===== src/verilog/ipr_defs.svh =====
// Offsets, field positions, reset values and counts of the priority resolver
`ifndef IPR_DEFS_SVH
`define IPR_DEFS_SVH

// ****************************************************************
// Register map
// ****************************************************************
`define IPR_PRIO_SEL_OFS  8'h3c
`define IPR_OPTION_OFS    8'h39
`define IPR_ADDR_W        8
`define IPR_DATA_W        8

// ****************************************************************
// Field positions
// ****************************************************************
`define IPR_BOOT_BIT      7
`define IPR_SPEC_BIT      6
`define IPR_MODE_A_BIT    5
`define IPR_PSEL_MSB      4
`define IPR_PSEL_LSB      0
`define IPR_EDGE_BIT      5

// ****************************************************************
// Reset values, counts and addresses
// ****************************************************************
`define IPR_PSEL_RESET    5'h06
`define IPR_PROT_CYCLES   64
`define IPR_NUM_MASK      18
`define IPR_NUM_PERIPH    17
`define IPR_BOOT_ROM_LO   16'hbe40
`define IPR_BOOT_ROM_HI   16'hbfff
`define IPR_SPECIAL_PAGE  8'hbf

`endif


===== src/verilog/ipr_pkg.sv =====
// Types shared by the priority resolver
package ipr_pkg;

  // Source identities in default priority order, none first
  typedef enum logic [4:0] {
    IPR_SRC_NONE, IPR_SRC_RESET, IPR_SRC_CLKMON, IPR_SRC_WDOG,
    IPR_SRC_ILLOP, IPR_SRC_SWI, IPR_SRC_NMIPIN, IPR_SRC_EXTINT,
    IPR_SRC_RTI, IPR_SRC_IC1, IPR_SRC_IC2, IPR_SRC_IC3, IPR_SRC_OC1,
    IPR_SRC_OC2, IPR_SRC_OC3, IPR_SRC_OC4, IPR_SRC_IC4OC5, IPR_SRC_TOF,
    IPR_SRC_PWM, IPR_SRC_PAOV, IPR_SRC_PAEDGE, IPR_SRC_SCI1,
    IPR_SRC_KBD, IPR_SRC_SPI, IPR_SRC_SCI2
  } ipr_src_t;

  typedef logic [4:0] ipr_psel_t;

endpackage


===== src/verilog/ipr_resolver.sv =====
// Reset and interrupt priority resolver with mode and priority register
//
// Behaviour
// - Reset, clock monitor, watchdog, illegal op, SWI, NMI pin ignore the I bit.
// - Non-maskable order: reset, clock monitor, watchdog, illegal op, SWI, NMI pin.
// - Default maskable order from external pin down to SCI2.
// - Select field lifts one maskable source; the rest keep default order.
// - Promoted source is still blocked by I bit and its local enable.
// - Each source keeps its own vector whatever is promoted.
// - Select field writes are ignored unless the I bit is set.
// - Select codes map to maskable sources as encoded.
// - Reserved select codes act as the external pin; 10101 treated likewise.
// - Reset loads 00110 into the select field.
// - After reset both interrupt pins are level sensitive.
// - Boot, special and mode A bits capture the mode pins at reset release.
// - Mode bits are writable only while the special bit is one.
// - Boot ROM is mapped at BE40 to BFFF only while the boot bit is one.
// - Special bit picks special variation; mode A picks expanded or test.
// - Slow periodic interrupt shares the NMI pin request and sixth place.
// - Edge select makes the pin falling-edge; once-writable in first 64 cycles, any time while the special bit is one.
`timescale 1ns/10ps
`include "ipr_defs.svh"

module ipr_resolver
  import ipr_pkg::*;
#(
  parameter int NUM_PERIPH = `IPR_NUM_PERIPH // Peripheral maskable sources
)
(
  input  wire logic                   CLK,            // 125 MHz clock
  input  wire logic                   RST_N,          // Async reset, low
  input  wire logic [7:0]             ADDR,           // Register address
  input  wire logic [7:0]             WDATA,          // Write data
  input  wire logic                   WR,             // Write strobe
  input  wire logic                   RD,             // Read strobe
  output logic      [7:0]             RDATA,          // Read data
  input  wire logic                   I_MASK,         // CPU I mask bit
  input  wire logic                   X_MASK,         // CPU X mask bit
  input  wire logic                   RESET_REQ,      // Power-on/pin reset
  input  wire logic                   CLKMON_FAIL,    // Clock monitor fail
  input  wire logic                   WATCHDOG_TIMEOUT, // Watchdog timeout
  input  wire logic                   ILLEGAL_OPCODE, // Illegal opcode trap
  input  wire logic                   SWI_REQ,        // Software interrupt
  input  wire logic                   NMI_PIN_N,      // Nonmaskable pin
  input  wire logic                   SLOW_PERIODIC_INT, // Slow periodic
  input  wire logic                   EXT_INT_PIN_N,  // Maskable ext pin
  input  wire logic [NUM_PERIPH-1:0]  PERIPH_REQ,     // Periph requests
  input  wire logic [NUM_PERIPH-1:0]  PERIPH_EN,      // Local enables
  input  wire logic                   INT_ACK,        // CPU took request
  input  wire logic                   MODE_PIN_A,     // Mode pin A
  input  wire logic                   MODE_PIN_B,     // Mode pin B
  output logic                        INT_PENDING,    // Request present
  output logic      [4:0]             INT_SOURCE,     // Winning source id
  output logic      [15:0]            INT_VECTOR,     // Winner vector addr
  output logic                        BOOT_ROM_MAPPED, // Boot ROM in map
  output logic                        SPECIAL_MODE,   // Special variation
  output logic                        MODE_A,         // Expanded or test
  output logic                        EXT_EDGE_SEL    // Pin edge sensing
);

  localparam int NM = NUM_PERIPH + 1; // Maskable count incl. external pin

  // ****************************************************************
  // Register state
  // ****************************************************************
  logic                boot_rom_enable_bit_reg;
  logic                special_mode_bit_reg;
  logic                mode_a_bit_reg;
  ipr_psel_t           psel_reg;
  logic                ext_int_edge_select_reg;
  logic                edge_written_reg;
  logic [6:0]          prot_cnt_reg;
  logic                modes_taken_reg;
  logic                ext_pin_prev_reg;
  logic                ext_edge_latch_reg;
  logic [7:0]          rdata_reg;
  logic                pend_reg;
  ipr_src_t            src_reg;
  logic [15:0]         vec_reg;

  logic                wr_prio_sel;
  logic                wr_option;
  logic                prot_open;
  logic                ext_req;
  logic [NM-1:0]       mask_live;
  logic [4:0]          prom_idx;
  logic [NM-1:0]       mask_req;
  logic [NM-1:0]       mask_en;
  ipr_src_t            src_next;
  logic [15:0]         vec_next;
  logic [7:0]          rdata_next;

  assign wr_prio_sel = WR && (ADDR == `IPR_PRIO_SEL_OFS);
  assign wr_option = WR && (ADDR == `IPR_OPTION_OFS);
  assign prot_open = (prot_cnt_reg < 7'(`IPR_PROT_CYCLES));

  // ****************************************************************
  // Mode bits
  // ****************************************************************
  // Pins are taken in the first clock after release, never under reset
  always_ff @(posedge CLK or negedge RST_N)
  begin
    if (!RST_N)
    begin
      modes_taken_reg         <= 1'b0;
      boot_rom_enable_bit_reg <= 1'b0;
      special_mode_bit_reg    <= 1'b0;
      mode_a_bit_reg          <= 1'b0;
    end
    else if (!modes_taken_reg)
    begin
      modes_taken_reg         <= 1'b1;
      boot_rom_enable_bit_reg <= !MODE_PIN_B && !MODE_PIN_A;
      special_mode_bit_reg    <= !MODE_PIN_B;
      mode_a_bit_reg          <= MODE_PIN_A;
    end
    else if (wr_prio_sel && special_mode_bit_reg)
    begin
      boot_rom_enable_bit_reg <= WDATA[`IPR_BOOT_BIT];
      special_mode_bit_reg    <= WDATA[`IPR_SPEC_BIT];
      mode_a_bit_reg          <= WDATA[`IPR_MODE_A_BIT];
    end
  end

  // ****************************************************************
  // Priority select field
  // ****************************************************************
  // Changing order while interrupts are live could race the CPU
  always_ff @(posedge CLK or negedge RST_N)
  begin
    if (!RST_N)
      psel_reg <= `IPR_PSEL_RESET;
    else if (wr_prio_sel && I_MASK)
      psel_reg <= WDATA[`IPR_PSEL_MSB:`IPR_PSEL_LSB];
  end

  // ****************************************************************
  // Edge select with write-once window
  // ****************************************************************
  // Count saturates so the window stays closed until the next reset
  always_ff @(posedge CLK or negedge RST_N)
  begin
    if (!RST_N)
      prot_cnt_reg <= 7'h00;
    else if (prot_open)
      prot_cnt_reg <= prot_cnt_reg + 7'h01;
  end

  // Special modes may rewrite at any time
  always_ff @(posedge CLK or negedge RST_N)
  begin
    if (!RST_N)
    begin
      ext_int_edge_select_reg <= 1'b0;
      edge_written_reg        <= 1'b0;
    end
    else if (wr_option && (special_mode_bit_reg ||
                           (prot_open && !edge_written_reg)))
    begin
      ext_int_edge_select_reg <= WDATA[`IPR_EDGE_BIT];
      edge_written_reg        <= 1'b1;
    end
  end

  // ****************************************************************
  // External pin sensing
  // ****************************************************************
  // A falling edge is held until the CPU takes it; a new edge wins
  always_ff @(posedge CLK or negedge RST_N)
  begin
    if (!RST_N)
    begin
      ext_pin_prev_reg   <= 1'b1;
      ext_edge_latch_reg <= 1'b0;
    end
    else
    begin
      ext_pin_prev_reg <= EXT_INT_PIN_N;
      if (ext_pin_prev_reg && !EXT_INT_PIN_N)
        ext_edge_latch_reg <= 1'b1;
      else if (INT_ACK && (src_reg == IPR_SRC_EXTINT))
        ext_edge_latch_reg <= 1'b0;
    end
  end

  assign ext_req = ext_int_edge_select_reg ? ext_edge_latch_reg
                                           : !EXT_INT_PIN_N;

  // ****************************************************************
  // Maskable gating
  // ****************************************************************
  assign mask_req = {PERIPH_REQ, ext_req};
  assign mask_en  = {PERIPH_EN, 1'b1}; // External pin has no local enable

  genvar g;
  generate
    for (g = 0; g < NM; g++)
    begin : g_gate
      assign mask_live[g] = mask_req[g] && mask_en[g] && !I_MASK;
    end
  endgenerate

  // ****************************************************************
  // Select code to default-order index
  // ****************************************************************
  // Index 0 is the external pin; reserved codes fall back to it
  function automatic logic [4:0] psel_to_idx(input ipr_psel_t code);
    logic [4:0] idx;
    idx = 5'd0;
    case (code)
      5'h06:   idx = 5'd0;
      5'h07:   idx = 5'd1;
      5'h08:   idx = 5'd2;
      5'h09:   idx = 5'd3;
      5'h0a:   idx = 5'd4;
      5'h0b:   idx = 5'd5;
      5'h0c:   idx = 5'd6;
      5'h0d:   idx = 5'd7;
      5'h0e:   idx = 5'd8;
      5'h0f:   idx = 5'd9;
      5'h10:   idx = 5'd10;
      5'h11:   idx = 5'd12;
      5'h12:   idx = 5'd13;
      5'h13:   idx = 5'd16;
      5'h14:   idx = 5'd17;
      5'h17:   idx = 5'd11;
      5'h18:   idx = 5'd14;
      5'h19:   idx = 5'd15;
      default: idx = 5'd0;
    endcase
    return idx;
  endfunction

  assign prom_idx = psel_to_idx(psel_reg);

  // ****************************************************************
  // Vector table, independent of promotion
  // ****************************************************************
  // Reset-type vectors move to the special page in special modes
  function automatic logic [15:0] vec_of(input ipr_src_t s,
                                         input logic spec);
    logic [15:0] v;
    v = 16'h0000;
    case (s)
      IPR_SRC_RESET:   v = 16'hfffe;
      IPR_SRC_CLKMON:  v = 16'hfffc;
      IPR_SRC_WDOG:    v = 16'hfffa;
      IPR_SRC_ILLOP:   v = 16'hfff8;
      IPR_SRC_SWI:     v = 16'hfff6;
      IPR_SRC_NMIPIN:  v = 16'hfff4;
      IPR_SRC_EXTINT:  v = 16'hfff2;
      IPR_SRC_RTI:     v = 16'hfff0;
      IPR_SRC_IC1:     v = 16'hffee;
      IPR_SRC_IC2:     v = 16'hffec;
      IPR_SRC_IC3:     v = 16'hffea;
      IPR_SRC_OC1:     v = 16'hffe8;
      IPR_SRC_OC2:     v = 16'hffe6;
      IPR_SRC_OC3:     v = 16'hffe4;
      IPR_SRC_OC4:     v = 16'hffe2;
      IPR_SRC_IC4OC5:  v = 16'hffe0;
      IPR_SRC_TOF:     v = 16'hffde;
      IPR_SRC_PWM:     v = 16'hffd0;
      IPR_SRC_PAOV:    v = 16'hffdc;
      IPR_SRC_PAEDGE:  v = 16'hffda;
      IPR_SRC_SCI1:    v = 16'hffce;
      IPR_SRC_KBD:     v = 16'hffcc;
      IPR_SRC_SPI:     v = 16'hffd8;
      IPR_SRC_SCI2:    v = 16'hffd6;
      default:         v = 16'h0000;
    endcase
    if (spec && (s == IPR_SRC_RESET || s == IPR_SRC_CLKMON ||
                 s == IPR_SRC_WDOG))
      v = {`IPR_SPECIAL_PAGE, v[7:0]};
    return v;
  endfunction

  // ****************************************************************
  // Arbitration
  // ****************************************************************
  // Non-maskable first, then promoted source, then default order
  always_comb
  begin
    src_next = IPR_SRC_NONE;
    if (RESET_REQ)
      src_next = IPR_SRC_RESET;
    else if (CLKMON_FAIL)
      src_next = IPR_SRC_CLKMON;
    else if (WATCHDOG_TIMEOUT)
      src_next = IPR_SRC_WDOG;
    else if (ILLEGAL_OPCODE)
      src_next = IPR_SRC_ILLOP;
    else if (SWI_REQ)
      src_next = IPR_SRC_SWI;
    else if ((!NMI_PIN_N || SLOW_PERIODIC_INT) && !X_MASK)
      src_next = IPR_SRC_NMIPIN;
    else if (mask_live[prom_idx])
      src_next = ipr_src_t'(prom_idx + 5'd7);
    else
    begin
      for (int k = NM - 1; k >= 0; k--)
        if (mask_live[k])
          src_next = ipr_src_t'(5'(k) + 5'd7);
    end
  end

  assign vec_next = vec_of(src_next, special_mode_bit_reg);

  // Result is registered so the CPU sees a clean value each cycle
  always_ff @(posedge CLK or negedge RST_N)
  begin
    if (!RST_N)
    begin
      pend_reg <= 1'b0;
      src_reg  <= IPR_SRC_NONE;
      vec_reg  <= 16'h0000;
    end
    else
    begin
      pend_reg <= (src_next != IPR_SRC_NONE);
      src_reg  <= src_next;
      vec_reg  <= vec_next;
    end
  end

  // ****************************************************************
  // Read port
  // ****************************************************************
  // Unmapped addresses read zero; option bits other than edge are zero
  always_comb
  begin
    rdata_next = 8'h00;
    if (ADDR == `IPR_PRIO_SEL_OFS)
      rdata_next = {boot_rom_enable_bit_reg, special_mode_bit_reg,
                    mode_a_bit_reg, psel_reg};
    else if (ADDR == `IPR_OPTION_OFS)
      rdata_next[`IPR_EDGE_BIT] = ext_int_edge_select_reg;
  end

  // Data stand for the cycle after the strobe only
  always_ff @(posedge CLK or negedge RST_N)
  begin
    if (!RST_N)
      rdata_reg <= 8'h00;
    else if (RD)
      rdata_reg <= rdata_next;
    else
      rdata_reg <= 8'h00;
  end

  // ****************************************************************
  // Outputs
  // ****************************************************************
  assign RDATA           = rdata_reg;
  assign INT_PENDING     = pend_reg;
  assign INT_SOURCE      = src_reg;
  assign INT_VECTOR      = vec_reg;
  assign BOOT_ROM_MAPPED = boot_rom_enable_bit_reg;
  assign SPECIAL_MODE    = special_mode_bit_reg;
  assign MODE_A          = mode_a_bit_reg;
  assign EXT_EDGE_SEL    = ext_int_edge_select_reg;

endmodule // ipr_resolver


===== config.mk =====
export PLATFORM = sky130hd
export DESIGN_NAME = ipr_resolver
export DESIGN_NICKNAME = d
export VERILOG_FILES = /design/src/verilog/ipr_pkg.sv /design/src/verilog/ipr_resolver.sv
export VERILOG_INCLUDE_DIRS = /design/src /design/src/verilog
export SDC_FILE = /design/constraint.sdc
export NUM_CORES = 1
export LEC_CHECK = 0
export BUFFER_PORTS_ARGS = -buffer_cell sky130_fd_sc_hd__buf_2
export CORE_MARGIN = 4
export CORE_UTILIZATION = 55
export CTS_CLUSTER_DIAMETER = 150
export CTS_CLUSTER_SIZE = 20
export DETAILED_ROUTE_END_ITERATION = 10
export PLACE_DENSITY = 0.86
export SLEW_MARGIN = 20
export SYNTH_ARGS = -nofsm -noshare
export SYNTH_HDL_FRONTEND = slang
export SYNTH_SLANG_ARGS = --single-unit

===== constraint.sdc =====
create_clock -name CLK -period 7 [get_ports CLK]
set_input_delay 1.05 -clock CLK [delete_from_list [all_inputs] [get_ports CLK]]
set_output_delay 1.05 -clock CLK [all_outputs]
set_load 0.01 [all_outputs]

==> impl_metrics.env <==
export IMPL_crit_required_ps=7170
export IMPL_synthesis_nets=402
export IMPL_intPower_uw=415.4
export IMPL_fin_crit_sh_pct=57.25
export IMPL_r2r_end="INT_VECTOR[1]$_DFF_PN0_"
export IMPL_rsz0062_at_grt="no"
export IMPL_cp_arrival_ps=4180
export IMPL_synth_area_leader_cell="dfrtp_1"
export IMPL_instances_no_fill=485
export IMPL_overflow=0
export IMPL_syn_to_final_growth_pct=19.67
export IMPL_power_uw=565.7
export IMPL_synthCells=324
export IMPL_swShare_pct=26.57
export IMPL_r2r_setup_slack_ps=2990
export IMPL_syn_area_mm2=0.002995
export IMPL_hold_start="prot_cnt_reg[5]$_DFFE_PN0N_"
export IMPL_grt_pass1_vias=2674
export IMPL_cts_hold_buf=0
export IMPL_postSynth_asyncResetShare_pct=100.0
export IMPL_io_buffers=99
export IMPL_power_switching_uw=150.3
export IMPL_cts_buffers=5
export IMPL_clk_pin_slew_ps=80
export IMPL_slew_viol_final=0
export IMPL_io_pins=101
export IMPL_fp_dieH_um=81.80
export IMPL_worstHoldPathCells=1
export IMPL_syn_avg_cell_area_um2=9.245
export IMPL_ys_warn_count=0
export IMPL_power_leakage_nw=1.659
export IMPL_powerDensity_mw_per_mm2=157.8
export IMPL_netlist_area_leader_share_pct=32.58
export IMPL_path_class="reg2reg"
export IMPL_cts_setup_buffers=0
export IMPL_start_util_pct=57.55
export IMPL_cap_violations=0
export IMPL_hold_path_end="prot_cnt_reg[5]$_DFFE_PN0N_"
export IMPL_synth_area_top_cells="dfrtp_1 (33%), ha_1 (4.6%), nand2_1 (4.3%), a21oi_1 (3.7%), mux2_2 (3.0%)"
export IMPL_place_ws_ps=3120
export IMPL_clkSinkCount=42
export IMPL_grt_util_met3_pct=5.702
export IMPL_dp_cells=478
export IMPL_vias=2833
export IMPL_relSlewSlack_pct=39.62
export IMPL_drtAntennaViolNets=0
export IMPL_cts_tree="built"
export IMPL_antenna_found_initial=0
export IMPL_drt_vias_per_instance=5.841
export IMPL_timing_fmax_ghz=0.2496
export IMPL_drcViolationCount=0
export IMPL_placed_area_mm2=0.003472
export IMPL_outcome="finished, final reports clean"
export IMPL_r2r_cells=14
export IMPL_critPathLaunchType="flip-flop"
export IMPL_gp_congestion=0.9139
export IMPL_setup_slack_ps=2993
export IMPL_grt_pass1_wl_um=11760
export IMPL_cts_resized=0
export IMPL_hold_path_class="reg2reg"
export IMPL_clk_latency_ps=290
export IMPL_die_area_mm2=0.006690
export IMPL_clockBufferDepth=2
export IMPL_synth_seq_cells=42
export IMPL_use_met2_pct=37.72
export IMPL_tightest_slew_ps=905.7
export IMPL_period_minus_slack_ps=4007
export IMPL_pwr_share_comb_pct=20.0
export IMPL_drt_pass1_iterations=7
export IMPL_dieWidth_um=81.80
export IMPL_place_hpwl_um=5723
export IMPL_cp_max_fo=9
export IMPL_synth_edf_count=0
export IMPL_holdWs_ps=473.8
export IMPL_htreeDepth=2
export IMPL_diodes=0
export IMPL_drive_gt1_share_pct=33.98
export IMPL_grt_max_degree=43
export IMPL_r2r_start="psel_reg[1]$_DFFE_PN1P_"
export IMPL_rows=26
export IMPL_yosysUniqueCellTypes=74
export IMPL_grt_met1_usage_pct=27.60
export IMPL_fin_tns_setup_ps=0
export IMPL_utilization_pct=68.87
export IMPL_setup_viol=0
export IMPL_power_frac_clock_pct=34.1
export IMPL_final_hold_viol_count=0
export IMPL_drt_initial_drc_count=161
export IMPL_irDropWorstVdd_uv=103.3
export IMPL_finClkSkew_ps=4.643
export IMPL_core_area_mm2=0.005205
export IMPL_grt_busiest_layer="met2"
export IMPL_cts_root_buffer="clkbuf_8"
export IMPL_grt_total_usage_pct=22.15
export IMPL_wl_per_cell_um=15.13
export IMPL_pwr_share_seq_pct=45.9
export IMPL_synth_top_flop_cell="dfrtp_1"
export IMPL_num_nets_final=493
export IMPL_drt_wl_total_um=7337
export IMPL_yosysSeqAreaShare_pct=35.21
export IMPL_stdcell_area_mm2=0.003585
export IMPL_endpoint_kind="flip-flop"
[per-layer routing]
layer / vias up / wire [µm]
li1: 1346 / -
met1: 1338 / 2927
met2: 139 / 3742
met3: 10 / 591
met4: 0 / 76
met5: - / 0
[final cells by class]
class	count	area, µm²
clock buffer	6	82.58
clock inverter	1	30.03
fill	423	1620
inverter	13	48.80
multi-input combinational	254	1785
sequential	42	1055
tap	70	87.58
timing repair buffer	99	495.5
[layout by cell type (no fill, tap or decap), types with 3 or more instances in the layout]
cell type,instances
buf_2,99
dfrtp_1,39
nand2_1,34
nor2_1,24
a21oi_1,22
inv_1,11
nand3_1,11
nor3_1,11
ha_1,11
o21ai_0,10
mux2_2,8
nand2b_1,7
mux2i_1,7
a21o_1,6
and2_1,6
clkbuf_8,6
or2_2,5
nand3b_1,5
nand4b_1,5
xnor2_1,5
or3_1,4
o21ai_1,4
a31oi_1,3
o211ai_1,3
xor2_1,3
dfstp_2,3
[power by group through the flow]
| stage | Combinational (mW) | Clock (mW) | Sequential, mW |
|---|---|---|---|
| 5_1_grt | 0.126 | 0.213 | 0.261 |
| 3_3_place_gp | 0.108 | 0 | 0.264 |
| 6_report | 0.113 | 0.193 | 0.260 |
| 4_1_cts | 0.112 | 0.199 | 0.260 |
| 3_5_place_dp | 0.111 | 0 | 0.264 |
| 2_1_floorplan | 0.0652 | 0 | 0.266 |
[worst max-delay path by stage]
stage | slack [ps] | cells after the start | endpoint | start
finish | 2990 | 14 | INT_VECTOR[1]$_DFF_PN0_ | psel_reg[1]$_DFFE_PN1P_
global route | 2740 | 15 | INT_VECTOR[14]$_DFF_PN0_ | psel_reg[1]$_DFFE_PN1P_
CTS | 3040 | 14 | INT_VECTOR[1]$_DFF_PN0_ | psel_reg[1]$_DFFE_PN1P_
detailed placement | 3120 | 14 | INT_VECTOR[2]$_DFF_PN0_ | psel_reg[1]$_DFFE_PN1P_
global placement | 3270 | 14 | INT_VECTOR[2]$_DFF_PN0_ | psel_reg[1]$_DFFE_PN1P_
floorplan | 3460 | 13 | INT_VECTOR[2]$_DFF_PN0_ | I_MASK
[cell usage after synthesis (all sizes together) (3+ instances only)]
cell type and instances:
nand3b 5, and3 3, dfstp 3, xnor2 5, and2 6, nand2 34, a211oi 3, nand4 3
nand4b 5, nor3 11, o211ai 3, ha 11, a21oi 23, inv 13, a21boi 4, a31oi 4
mux2 9, nand2b 7, buf 12, o21ai 15, clkbuf 3, nor2 24, nand3 11, dfrtp 39
xor2 3, a21o 6, mux2i 8, or2 7, or3 4
[cells by family after synthesis]
group | Yosys count | share of synthesized area, %
other cells | 2 | 0.2507
xor+xnor | 8 | 2.339
buf+inv | 28 | 5.179
fa+ha+maj | 11 | 4.595
compound gates | 83 | 21.35
simple gates | 133 | 24.48
flops | 42 | 35.21
mux | 17 | 6.600
[critical path, cell delays in order (launching register included)]
cell and delay [ps]:
dfstp_2 610, inv_1 120, ha_1 320, nand2_1 90
a311o_1 530, a21o_1 230, a21o_1 200, a32o_1 250
a211oi_1 280, a31oi_2 220, or2_1 300, ha_1 240
mux2i_1 240, a211o_1 170, o21ai_1 80
Power figures use the tool's default switching activity.
